$ cat src/sssp_pkg.sv
package sssp_pkg;
   localparam int DataWidth = 8;
   localparam logic [3:0] ModeSlaveSelect = 4'h4;
   localparam logic [3:0] ModeSlaveNoSelect = 4'h5;
   localparam logic [3:0] ModeMasterDiv4 = 4'h0;
   // Field positions in serial_control_first.
   localparam int PosCollision = 7;
   localparam int PosOverflow = 6;
   localparam int PosEnable = 5;
   localparam int PosIdlePol = 4;
   // Field positions in serial_port_state; PosOverwrite indexes the separate overwriteEnable input.
   localparam int PosSamplePhase = 7;
   localparam int PosClockEdge = 6;
   localparam int PosBufferFull = 0;
   localparam int PosOverwrite = 4;
   localparam logic [7:0] ControlReset = 8'h00;
   localparam logic [7:0] StateReset = 8'h00;
   localparam int MasterHalfDiv = 4;
endpackage

$ cat src/sssp_link_if.sv
`timescale 1ns/1ps
`default_nettype none
interface sssp_link_if;
   logic serialClk;
   logic selectN;
   logic masterData;
   logic slaveData;
   logic slaveDataOe;
   modport device (input serialClk, input selectN, input masterData, output slaveData, output slaveDataOe);
   modport master (output serialClk, output selectN, output masterData, input slaveData, input slaveDataOe);
endinterface
`default_nettype wire

$ cat src/sssp_device.sv
`timescale 1ns/1ps
`default_nettype none
module sssp_device (
   input wire logic refClk,
   input wire logic resetn,
   sssp_link_if.device link,
   input wire logic sleepMode,
   input wire logic portIntEnable,
   input wire logic ctlWrite,
   input wire logic [7:0] ctlWdata,
   input wire logic stateWrite,
   input wire logic [7:0] stateWdata,
   input wire logic [7:0] overwriteEnable,
   input wire logic bufWrite,
   input wire logic [7:0] bufWdata,
   input wire logic bufRead,
   output logic [7:0] bufRdata,
   output logic [7:0] ctlRdata,
   output logic [7:0] stateRdata,
   output logic portIntFlag,
   output logic wakeReq,
   input wire logic intFlagClear
);
   logic [7:0] ctl_ff;
   logic [1:0] smpCfg_ff;
   logic [7:0] rxBuf_ff;
   logic [7:0] shift_ff;
   logic [2:0] bitCnt_ff;
   logic bufFull_ff;
   logic intFlag_ff;
   logic wake_ff;
   logic dout_ff;
   logic doutOe_ff;
   logic [2:0] sckSync_ff;
   logic [2:0] ssSync_ff;
   logic [1:0] mosiSync_ff;
   logic busy_ff;
   logic [7:0] nxt_shift;
   wire [3:0] mode = ctl_ff[3:0];
   wire enable = ctl_ff[sssp_pkg::PosEnable];
   wire selMode = (mode == sssp_pkg::ModeSlaveSelect);
   wire slaveMode = selMode || (mode == sssp_pkg::ModeSlaveNoSelect);
   wire ssLow = !ssSync_ff[1];
   wire ssFall = ssSync_ff[2] && !ssSync_ff[1];
   wire portReset = !enable || (selMode && !ssLow);
   wire active = slaveMode && enable && (!selMode || ssLow);
   wire idlePol = ctl_ff[sssp_pkg::PosIdlePol];
   wire edgeSel = smpCfg_ff[0];
   wire sckRise = sckSync_ff[1] && !sckSync_ff[2];
   wire sckFall = !sckSync_ff[1] && sckSync_ff[2];
   wire sampleEdge = (idlePol ^ edgeSel) ? sckFall : sckRise;
   wire shiftEdge = (idlePol ^ edgeSel) ? sckRise : sckFall;
   wire doSample = active && sampleEdge;
   wire byteDone = doSample && (bitCnt_ff == 3'h7);
   wire wrCollide = bufWrite && busy_ff;
   wire wrOk = bufWrite && !busy_ff && !ctl_ff[sssp_pkg::PosCollision];
   wire overflow = byteDone && bufFull_ff && !overwriteEnable[sssp_pkg::PosOverwrite];
   // A select edge while the port is held in reset must not start a frame.
   wire frameStart = ssFall && selMode && !portReset;
   wire driveNext = frameStart || (active && shiftEdge);
   wire [7:0] ctlBase = ctlWrite ? ctlWdata : ctl_ff;
   wire [7:0] ctlSetBits = {wrCollide, overflow, 6'h00};
   wire nxtBusy = (bitCnt_ff != 3'h7);
   wire nxtWake = sleepMode && portIntEnable && (intFlag_ff || byteDone);
   assign nxt_shift = {shift_ff[6:0], mosiSync_ff[1]};
   assign ctlRdata = ctl_ff;
   assign stateRdata = {smpCfg_ff, 5'h00, bufFull_ff};
   assign bufRdata = rxBuf_ff;
   assign portIntFlag = intFlag_ff;
   assign wakeReq = wake_ff;
   assign link.slaveData = dout_ff;
   assign link.slaveDataOe = doutOe_ff;
   // Serial clock and select are sampled three times, data twice; sleep does not gate the slave path.
   always_ff @(posedge refClk or negedge resetn)
   begin
      if (!resetn)
         sckSync_ff <= 3'h0;
      else
         sckSync_ff <= {sckSync_ff[1:0], link.serialClk};
   end
   always_ff @(posedge refClk or negedge resetn)
   begin
      if (!resetn)
         ssSync_ff <= 3'h7;
      else
         ssSync_ff <= {ssSync_ff[1:0], link.selectN};
   end
   always_ff @(posedge refClk or negedge resetn)
   begin
      if (!resetn)
         mosiSync_ff <= 2'h0;
      else
         mosiSync_ff <= {mosiSync_ff[0], link.masterData};
   end
   // A hardware event sets its flag even when software writes the register in the same cycle.
   always_ff @(posedge refClk or negedge resetn)
   begin
      if (!resetn)
         ctl_ff <= sssp_pkg::ControlReset;
      else
         ctl_ff <= ctlBase | ctlSetBits;
   end
   always_ff @(posedge refClk or negedge resetn)
   begin
      if (!resetn)
         smpCfg_ff <= 2'h0;
      else if (stateWrite)
         smpCfg_ff <= stateWdata[7:6];
   end
   always_ff @(posedge refClk or negedge resetn)
   begin
      if (!resetn)
         doutOe_ff <= 1'b0;
      else
         doutOe_ff <= active;
   end
   always_ff @(posedge refClk or negedge resetn)
   begin
      if (!resetn)
         bitCnt_ff <= 3'h0;
      else if (portReset || frameStart)
         bitCnt_ff <= 3'h0;
      else if (doSample)
         bitCnt_ff <= bitCnt_ff + 3'h1;
   end
   always_ff @(posedge refClk or negedge resetn)
   begin
      if (!resetn)
         busy_ff <= 1'b0;
      else if (portReset)
         busy_ff <= 1'b0;
      else if (doSample)
         busy_ff <= nxtBusy;
   end
   // The buffer may be loaded while the select is high, so the port reset does not block it.
   always_ff @(posedge refClk or negedge resetn)
   begin
      if (!resetn)
         shift_ff <= 8'h00;
      else if (wrOk)
         shift_ff <= bufWdata;
      else if (doSample)
         shift_ff <= nxt_shift;
   end
   always_ff @(posedge refClk or negedge resetn)
   begin
      if (!resetn)
         dout_ff <= 1'b0;
      else if (wrOk)
         dout_ff <= bufWdata[7];
      else if (driveNext)
         dout_ff <= shift_ff[7];
   end
   always_ff @(posedge refClk or negedge resetn)
   begin
      if (!resetn)
         rxBuf_ff <= 8'h00;
      else if (byteDone && !overflow)
         rxBuf_ff <= nxt_shift;
   end
   always_ff @(posedge refClk or negedge resetn)
   begin
      if (!resetn)
         bufFull_ff <= 1'b0;
      else if (byteDone)
         bufFull_ff <= 1'b1;
      else if (bufRead)
         bufFull_ff <= 1'b0;
   end
   always_ff @(posedge refClk or negedge resetn)
   begin
      if (!resetn)
         intFlag_ff <= 1'b0;
      else if (byteDone)
         intFlag_ff <= 1'b1;
      else if (intFlagClear)
         intFlag_ff <= 1'b0;
   end
   always_ff @(posedge refClk or negedge resetn)
   begin
      if (!resetn)
         wake_ff <= 1'b0;
      else
         wake_ff <= nxtWake;
   end
endmodule
`default_nettype wire

$ cat src/flat_wrapper.sv
// flat-port wrapper written by rule: the top's interface ports become plain ports
module sssp_device_flat 
  (refClk, resetn, sleepMode, portIntEnable, ctlWrite, ctlWdata, stateWrite, stateWdata, overwriteEnable, bufWrite, bufWdata, bufRead, bufRdata, ctlRdata, stateRdata, portIntFlag, wakeReq, intFlagClear, link_serialClk, link_selectN, link_masterData, link_slaveData, link_slaveDataOe);
  sssp_link_if link_i ();
  input wire logic refClk;
  input wire logic resetn;
  input wire logic sleepMode;
  input wire logic portIntEnable;
  input wire logic ctlWrite;
  input wire logic [7:0] ctlWdata;
  input wire logic stateWrite;
  input wire logic [7:0] stateWdata;
  input wire logic [7:0] overwriteEnable;
  input wire logic bufWrite;
  input wire logic [7:0] bufWdata;
  input wire logic bufRead;
  output logic [7:0] bufRdata;
  output logic [7:0] ctlRdata;
  output logic [7:0] stateRdata;
  output logic portIntFlag;
  output logic wakeReq;
  input wire logic intFlagClear;
  input wire logic [$bits(link_i.serialClk)-1:0] link_serialClk;
  input wire logic [$bits(link_i.selectN)-1:0] link_selectN;
  input wire logic [$bits(link_i.masterData)-1:0] link_masterData;
  output wire logic [$bits(link_i.slaveData)-1:0] link_slaveData;
  output wire logic [$bits(link_i.slaveDataOe)-1:0] link_slaveDataOe;
  assign link_i.serialClk = link_serialClk;
  assign link_i.selectN = link_selectN;
  assign link_i.masterData = link_masterData;
  assign link_slaveData = link_i.slaveData;
  assign link_slaveDataOe = link_i.slaveDataOe;
  sssp_device u_core (.refClk(refClk), .resetn(resetn), .link(link_i), .sleepMode(sleepMode), .portIntEnable(portIntEnable), .ctlWrite(ctlWrite), .ctlWdata(ctlWdata), .stateWrite(stateWrite), .stateWdata(stateWdata), .overwriteEnable(overwriteEnable), .bufWrite(bufWrite), .bufWdata(bufWdata), .bufRead(bufRead), .bufRdata(bufRdata), .ctlRdata(ctlRdata), .stateRdata(stateRdata), .portIntFlag(portIntFlag), .wakeReq(wakeReq), .intFlagClear(intFlagClear));
endmodule
$ cat config.mk
export PLATFORM = sky130hd
export DESIGN_NAME = sssp_device_flat
export DESIGN_NICKNAME = d
export VERILOG_FILES = /design/src/sssp_pkg.sv /design/src/sssp_link_if.sv /design/src/sssp_device.sv /design/src/flat_wrapper.sv
export SDC_FILE = /design/constraint.sdc
export NUM_CORES = 1
export LEC_CHECK = 0
export BUFFER_PORTS_ARGS = -buffer_cell sky130_fd_sc_hd__buf_2
export CELL_PAD_IN_SITES_DETAIL_PLACEMENT = 1
export CELL_PAD_IN_SITES_GLOBAL_PLACEMENT = 2
export CORE_AREA = 3 3 81 83
export CTS_BUF_LIST = sky130_fd_sc_hd__clkbuf_16
export CTS_CLUSTER_SIZE = 40
export DETAILED_ROUTE_END_ITERATION = 10
export DIE_AREA = 0 0 84 86
export GPL_TIMING_DRIVEN = 1
export PLACE_DENSITY = 0.78
export SLEW_MARGIN = 20
export SYNTH_ARGS = -nofsm -noshare
export SYNTH_HDL_FRONTEND = slang
export SYNTH_SLANG_ARGS = --single-unit
$ cat constraint.sdc
create_clock -name refClk -period 2.66 [get_ports refClk]
set_input_delay 0.266 -clock refClk [delete_from_list [all_inputs] [get_ports refClk]]
set_output_delay 0.266 -clock refClk [all_outputs]
set_load 0.02 [all_outputs]
* Yosys cells after proc, flatten, opt, wreduce, memory -nomap -nowiden
Cells that the tools add are included.
Widths: inputs -> output; s select.
** Operators by class
- Add/sub/neg operators :: 1
- Equality and inequality tests :: 4
- Multiplexer cells :: 15
- Bitwise gates (word level) :: 2
- Reductions and logical operators :: 41
** Operators by type and width (count)
- $mux 8 :: 3
- $logic_and 1x1->1 :: 19
- $reduce_bool 2->1 :: 6
- $logic_not 1->1 :: 10
- $mux 1 :: 10
- $eq 4x3->1 const B :: 2
- $or 8x8->8 :: 1
- $logic_or 1x1->1 :: 6
- $mux 3 :: 2
- $add 3x1->3 const B :: 1
- $eq 3x3->1 const B :: 1
- $ne 3x3->1 const B :: 1
- $xor 1x1->1 :: 1
** Word-level totals
- Flip-flop bits (word level) :: 43
- Bits of input ports :: 44
- Output and inout bits :: 28
- Word-level logic and storage cells :: 77

* Logic depth before layout (Yosys ltp)
Gate-level depths: netlist of run 1.
- Word-level depth :: 10
- Mapped depth :: 6
- Gate-level depth less buffers :: 5

* Worst setup path before layout of run 1
No wires, ideal clock.
- Path type :: reg-to-reg
- Start point :: register u_core.ctl_ff[1] (netlist: u_core.ctlRdata[1])
- End point :: register u_core.rxBuf_ff[0] (netlist: u_core.bufRdata[0])
- Library setup time :: 125 ps
- Data arrival time :: 1658 ps
- Required time :: 2535 ps
- Slack :: 878 ps
- Stages on the path, launching flop included :: 5
- Period minus slack after synthesis :: 1782 ps
- Cell sequence :: dfrtp_1 nor3b_2 nand3_1 nor3_4 mux2_2
** On the way
- Cells in the longest elaborated chain, start to end :: 10
- Elaborated cells between the ends (all ways) :: 13
** Ends and longest elaborated chain
- start, declared :: RTL line sssp_device.sv:24 : logic [7:0] ctl_ff;
- start signal, assigned :: RTL line sssp_device.sv:99 : ctl_ff <= sssp_pkg::ControlReset;
- start signal, assigned :: RTL line sssp_device.sv:101 : ctl_ff <= ctlBase | ctlSetBits;
- $eq 4x3->1, on equally long branches :: RTL line sssp_device.sv:41, sssp_device.sv:42
- $logic_or 1x1->1 / $logic_not 1->1 (equally long branches) :: RTL line sssp_device.sv:42, sssp_device.sv:46
- $logic_and 1x1->1 / $logic_or 1x1->1 (equally long branches) :: RTL line sssp_device.sv:46 : wire active = slaveMode && enable && (!selMode || ssLow);
- $logic_and 1x1->1 * :: RTL line sssp_device.sv:46
- $logic_and 1x1->1 * :: RTL line sssp_device.sv:53 : wire doSample = active && sampleEdge;
- $logic_and 1x1->1 * :: RTL line sssp_device.sv:54 : wire byteDone = doSample && (bitCnt_ff == 3'h7);
- $logic_and 1x1->1 (2 in a row) :: RTL line sssp_device.sv:57 : wire overflow = byteDone && bufFull_ff && !overwriteEnable[sssp_pkg::PosOverwrite];
- $logic_not 1->1 :: RTL line sssp_device.sv:158 : else if (byteDone && !overflow)
- $logic_and 1x1->1 * :: RTL line sssp_device.sv:158
- end signal, assigned :: RTL line sssp_device.sv:159 : rxBuf_ff <= nxt_shift;
- end, declared :: RTL line sssp_device.sv:26 : logic [7:0] rxBuf_ff;
Mark *: on every way between the ends. The rest lies on a longest branch, timed or not.
A chain may end at the register's enable or synchronous reset.

* Final worst setup path of run 1
- Start point :: register u_core.ctl_ff[1] (netlist: u_core.ctlRdata[1])
- End point :: register u_core.rxBuf_ff[1] (netlist: u_core.bufRdata[1])
The elaborated chain is that of the path after synthesis.

==> results of run 1 <==
## layer usage
layer	track usage (%)	routed length, µm
met5	0	0
met4	3.509	22
met3	3.746	276
met2	19.16	1912
met1	15.84	1850
## sequential cells by signal, summed over array words and instances (netlist names), 2 cells and up
name and cells:
u_core.shift_ff 8, u_core.mosiSync_ff 2, u_core.bufRdata 8, u_core.sckSync_ff 3, u_core.ctlRdata 8, u_core.smpCfg_ff 2
u_core.bitCnt_ff 3, u_core.ssSync_ff 3
## worst min-delay path by stage
| stage | from | to | depth (start not counted) |
|---|---|---|---|
| after floorplan | resetn | u_core.bitCnt_ff[0]$_DFFE_PN0P_ | 0 |
| after global placement | u_core.sckSync_ff[0]$_DFF_PN0_ | u_core.sckSync_ff[1]$_DFF_PN0_ | 0 |
| after detailed placement | u_core.sckSync_ff[0]$_DFF_PN0_ | u_core.sckSync_ff[1]$_DFF_PN0_ | 0 |
| after CTS | link_selectN | u_core.ssSync_ff[0]$_DFF_PN1_ | 1 |
| after global routing | link_selectN | u_core.ssSync_ff[0]$_DFF_PN1_ | 1 |
| final | link_selectN | u_core.ssSync_ff[0]$_DFF_PN1_ | 1 |
## stage by stage
stage / setup WS, ps / cell area [µm²] / hold WS (ps)
floorplan: 877.6 / 1871 / -29.59
global placement: 748.2 / 2171 / 332.9
detailed placement: 761.3 / 2171 / 336.4
CTS: 736.7 / 2320 / 67.32
global route: 628.4 / 2320 / 71.40
finish: 785.8 / 2320 / 79.72
## worst max-delay path, delay by kind of cell (launching register included)
family        cells  cell delay [ps]
simple gates      3              960
flops             1              410
mux               1              390
## power groups by stage
stage	clock network [W]	logic, W	registers [W]
after floorplan	0	0.000116	0.000771
after global placement	0	0.000210	0.000754
after detailed placement	0	0.000213	0.000757
after CTS	0.000639	0.000213	0.000745
after global routing	0.000661	0.000235	0.000753
final	0.000610	0.000208	0.000744
## Yosys cell counts, drive strengths merged
library cell / count / area [µm²]
dfrtp: 40 / 1001
mux2: 16 / 180.2
o21ai: 16 / 80.08
nor2: 13 / 48.80
nand3: 10 / 50.05
a31oi: 9 / 56.30
buf: 9 / 62.56
nand2: 8 / 30.03
inv: 5 / 18.77
a21oi: 4 / 20.02
clkbuf: 3 / 11.26
dfstp: 3 / 78.83
mux2i: 3 / 30.03
o211ai: 3 / 22.52
ha: 2 / 25.02
nand2b: 2 / 12.51
nor2b: 2 / 12.51
nor3b: 2 / 20.02
a211oi: 1 / 7.510
a22oi: 1 / 7.510
conb: 1 / 3.750
nand4b: 1 / 8.760
nor3: 1 / 16.27
o221a: 1 / 11.26
o22ai: 1 / 6.260
o31a: 1 / 8.760
or3b: 1 / 8.760
xnor2: 1 / 16.27
## cell families after synthesis
group,Yosys count
adder cells (fa/ha/maj),2
AND/OR/NAND/NOR,40
buffers and inverters,17
XOR/XNOR,1
AO/OA/AOI/OAI,37
multiplexers,19
flip-flops,43
other,1
## area by class of cell
class	instances	area [µm²]
clock buffers	5	125.1
clock inverters	3	23.77
fillers	686	3601
inverters	5	18.77
multi-input cells	104	698.2
flip-flops and latches	43	1080
well taps	75	93.84
repair buffers	55	280.3
==> impl_metrics.json, run 1 <==
{
  "pwr-share-comb_pct": 13.3,
  "gr-total-overflow": 0,
  "required_ps": 2820,
  "gr-usage-all-layers_pct": 12.03,
  "drt-vias-per-instance": 4.766,
  "htreeDepth": 2,
  "slew_headroom_pct": 37.78,
  "synth_fa_ha_area_share_pct": 1.349,
  "hold_class": "in2reg",
  "ir_drop_uv": 256.3,
  "worstSetupPathType": "reg2reg",
  "final_common_cell": "buf_2",
  "r2r_end": "u_core.bufRdata[1]$_DFFE_PN0P_",
  "cts_setup_buffers": 0,
  "synth_top_family_by_area": "compound AO/OA/AOI/OAI gates",
  "worstSetupStartpointType": "flop",
  "layout.cells.non_filler": 290,
  "ios": 72,
  "cts_made_buffers": 5,
  "avgSynthCellArea_um2": 11.60,
  "hold_buffers": 0,
  "wl_per_cell_um": 14.01,
  "synth_cell_types": 30,
  "std_cell_rows": 28,
  "worst-r2r-cell-count": 4,
  "place_inst": 282,
  "synthSimpleGateAreaFrac_pct": 11.19,
  "dp_hpwl_um": 2968,
  "final-setup-viol-count": 0,
  "worstPathCellList": "nor3b_2 > nand3_1 > nor3_4 > mux2_2",
  "synthXorXnorAreaFrac_pct": 0.8766,
  "antenna_left": 0,
  "first_pass_iters": 4,
  "yosys_warnings": 0,
  "finalCriticalPeriod_ps": 1874,
  "muxShareOfSynthArea_pct": 11.33,
  "fin_util_pct": 39.18,
  "status": "completed",
  "num_antenna_cells": 0,
  "p_leak_nw": 1.105,
  "start_util_pct": 31.34,
  "grt_pass1_wl_um": 6955,
  "tns_ps": 0,
  "hold_viol": 0,
  "clockPowerShare_pct": 39.1,
  "portBuffers": 53,
  "grt_max_degree": 44,
  "drv_cap": 0,
  "gp_congestion": 0.7410,
  "worst_pin_slew_ps": 933.3,
  "core_area_um2": 5921,
  "cts_root_buf": "clkbuf_16",
  "netlist_area_um2": 1856,
  "die_w_um": 84,
  "vias": 1382,
  "p_per_area_nw_per_um2": 673.6,
  "clock_sinks": 43,
  "antenna_found_initial": 0,
  "power.internal_w": 0.001141,
  "grt_pass1_vias": 1458,
  "slew_violations": 0,
  "drt-initial-drc-count": 57,
  "syn-instance-count": 160,
  "ys_ff_latch": 43,
  "endpoint_kind": "flop",
  "crit_path_max_incr_delay_ps": 470,
  "fin_skew_ps": 7.239,
  "drive_above_1_share_pct": 40.47,
  "drt_wl_total_um": 4062,
  "drc": 0,
  "cp.arrival_ps": 2040,
  "timing.final.crit_share_pct": 70.46,
  "nNetsFinal": 260,
  "cts_tree": "built",
  "seq_area_frac_synth_pct": 58.19,
  "p_switching_w": 0.0004218,
  "dieArea_um2": 7224,
  "power_frac_seq_pct": 47.6,
  "cts_max_path_buffers": 2,
  "fmax_ghz": 0.5336,
  "reg2reg_slack_ps": 790,
  "worstSkewPairLatency_ps": 280,
  "syn2layout_area_growth_pct": 25.02,
  "switching_share_pct": 27.00,
  "die_y_um": 86,
  "rsz0062_at_grt": "false",
  "critPathCapture": "u_core.bufRdata[1]$_DFFE_PN0P_",
  "ctsResizeCount": 0,
  "total_power_w": 0.001563,
  "worstPathMaxFanout": 8,
  "clk_pin_slew_worst_paths_ps": 60,
  "final_cell_mix": "buf_2, dfrtp_1, mux2_2, o21ai_0, nor2_1",
  "worst_path_max_delay_cell": "nor3_4",
  "startpoint": "u_core.ctlRdata[1]$_DFFE_PN0P_",
  "synth_compound_area_share_pct": 11.87,
  "reg2reg_from": "u_core.ctlRdata[1]$_DFFE_PN0P_"
}
Power figures use the tool's default switching activity.
==> inputs of run 2 (changes only) <==
--- a/config.mk
+++ b/config.mk
@@ -8,13 +8,13 @@
 export BUFFER_PORTS_ARGS = -buffer_cell sky130_fd_sc_hd__buf_2
 export CELL_PAD_IN_SITES_DETAIL_PLACEMENT = 1
 export CELL_PAD_IN_SITES_GLOBAL_PLACEMENT = 2
-export CORE_AREA = 3 3 81 83
+export CORE_AREA = 3 3 89 91
 export CTS_BUF_LIST = sky130_fd_sc_hd__clkbuf_16
 export CTS_CLUSTER_SIZE = 40
 export DETAILED_ROUTE_END_ITERATION = 10
-export DIE_AREA = 0 0 84 86
+export DIE_AREA = 0 0 92 94
 export GPL_TIMING_DRIVEN = 1
-export PLACE_DENSITY = 0.78
+export PLACE_DENSITY = 0.68
 export SLEW_MARGIN = 20
 export SYNTH_ARGS = -nofsm -noshare
 export SYNTH_HDL_FRONTEND = slang
==> constraint.sdc (replaced) <==
create_clock -name refClk -period 1.7 [get_ports refClk]
set_input_delay 0.17 -clock refClk [delete_from_list [all_inputs] [get_ports refClk]]
set_output_delay 0.17 -clock refClk [all_outputs]
set_load 0.02 [all_outputs]
==> impl_metrics.json, run 2 (same netlist as run 1, synthesis figures left out) <==
{
  "die_y_um": 94,
  "vias": 1450,
  "cts_made_buffers": 5,
  "drt-initial-drc-count": 55,
  "wl_per_cell_um": 13.11,
  "std_cell_rows": 31,
  "slew_headroom_pct": 65.42,
  "routed.top_layer": "met4",
  "hold_ws_ps": 68.88,
  "cts_root_buf": "clkbuf_16",
  "rsz0062_at_grt": "true",
  "drive_above_1_share_pct": 43.97,
  "grt_max_degree": 24,
  "drt-vias-per-instance": 4.381,
  "drv_cap": 0,
  "antenna_found_initial": 0,
  "cts_max_path_buffers": 2,
  "clk_pin_slew_worst_paths_ps": 60,
  "fin_skew_ps": 4.400,
  "fin_util_pct": 35.26,
  "p_per_area_nw_per_um2": 1021,
  "num_antenna_cells": 0,
  "htreeDepth": 2,
  "first_pass_iters": 4,
  "timing.final.crit_share_pct": 97.75,
  "syn2layout_area_growth_pct": 37.09,
  "ios": 72,
  "nNetsFinal": 277,
  "gp_congestion": 0.7206,
  "endpoint_kind": "flop",
  "wl_met2_um": 2049,
  "worstPathCellList": "ha_1 > ha_1 > nand2_1 > nor3_4 > buf_12 > mux2_2",
  "cp.arrival_ps": 1820,
  "required_ps": 1860,
  "cts_tree": "built",
  "grt_pass1_vias": 1513,
  "clock_sinks": 43,
  "worstSkewPairLatency_ps": 280,
  "slew_violations": 0,
  "fmax_ghz": 0.6018,
  "crit_buf_inv": 1,
  "final_cell_mix": "buf_2, dfrtp_1, o21ai_0, mux2_2, nor2_1",
  "final_common_cell": "buf_2",
  "die_w_um": 92,
  "worstPathMaxFanout": 8,
  "core_area_um2": 7214,
  "reg2reg_slack_ps": 40,
  "worst_path_max_delay_cell": "dfrtp_1",
  "hold_class": "in2reg",
  "hold_viol": 0,
  "start_util_pct": 25.72,
  "antenna_left": 0,
  "gr-total-overflow": 0,
  "dieArea_um2": 8648,
  "cp_top_family": "flip-flops",
  "drt-met1-wl_um": 1957,
  "drt_wl_total_um": 4338,
  "gr-usage-all-layers_pct": 10.59,
  "crit_path_max_incr_delay_ps": 380,
  "grt_pass1_wl_um": 7134,
  "final-setup-viol-count": 0,
  "dp_hpwl_um": 3292,
  "finalCriticalPeriod_ps": 1662,
  "fill_cells": 832,
  "portBuffers": 53,
  "cp_common_cell": "ha_1",
  "worstSetupPathType": "reg2reg",
  "drc": 0,
  "worstSetupStartpointType": "flop",
  "status": "completed",
  "p_leak_nw": 1.209,
  "worst_pin_slew_ps": 518.7,
  "ir_drop_uv": 402.9,
  "met3RoutedLength_um": 266
}
[run 2: cell types whose count changed in the layout (fill, tap and decap cells not counted), sizes merged]
cell,delta
buf,+13
clkinvlp,-2
dlygate4sd3,+4
bufinv,+1
clkinv,+2
inv,-1
[run 2: area by class of cell]
type	instances	area [µm²]	share of cell area (%)
flip-flops and latches	43	1080	42.45
clock buffers	5	125.1	4.919
clock inverters	3	38.79	1.525
inverters	5	18.77	0.7378
well taps	99	123.9	4.870
multi-input cells	104	710.7	27.94
repair buffers	72	446.7	17.56
[run 2: worst paths after layout]
kind	end	cells past startpoint	start
max	u_core.bufRdata[0]$_DFFE_PN0P_	6	u_core.bitCnt_ff[0]$_DFFE_PN0P_
min	u_core.bufFull_ff$_DFFE_PN0P_	2	bufRead
max reg2reg	u_core.bufRdata[0]$_DFFE_PN0P_	6	u_core.bitCnt_ff[0]$_DFFE_PN0P_
min reg2reg	u_core.mosiSync_ff[1]$_DFF_PN0_	0	u_core.mosiSync_ff[0]$_DFF_PN0_
max in group asynchronous	u_core.shift_ff[2]$_DFFE_PN0P_	3	resetn
min in group asynchronous	u_core.ctlRdata[2]$_DFFE_PN0P_	2	resetn
[run 2: worst register-to-register path, cell delays in order, from the launching register on]
cell and delay, ps:
dfrtp_1 380, ha_1 170, ha_1 200, nand2_1 100, nor3_4 230, buf_12 150, mux2_2 330
[run 2: timing repair]
item	CTS	global route
resized for setup	2	2
hold endpoints to repair	20	0
hold buffers	4	0
setup endpoints to repair	3	22
pin swaps	0	2
buffers inserted	0	2
[run 2: metal layers]
metal / vias up / global-route usage, %
met4: 0 / 3.713
met1: 700 / 13.03
li1: 702 / -
met2: 41 / 17.64
met5: - / 0
met3: 7 / 3.205
[run 2: report_power, final]
part,leakage (nW),internal [W],switching [W]
Sequential,0.530,0.00111,0.0000606
Clock,0.0812,0.000685,0.000371
Combinational,0.598,0.000169,0.000206
Total,1.21,0.00196,0.000638
[run 2: stage by stage]
stage | cell area, µm² | std cells | setup TNS, ps | setup WS, ps | power [W]
detailed placement | 2317 | 317 | 0 | 1.271 | 0.001556
CTS | 2525 | 329 | 0 | 16.20 | 0.002648
finish | 2544 | 331 | 0 | 38.20 | 0.002597
global route | 2544 | 331 | -666.2 | -84.69 | 0.002739
global placement | 2317 | 317 | 0 | 40.16 | 0.001546
floorplan | 1879 | 164 | 0 | 11.11 | 0.001392
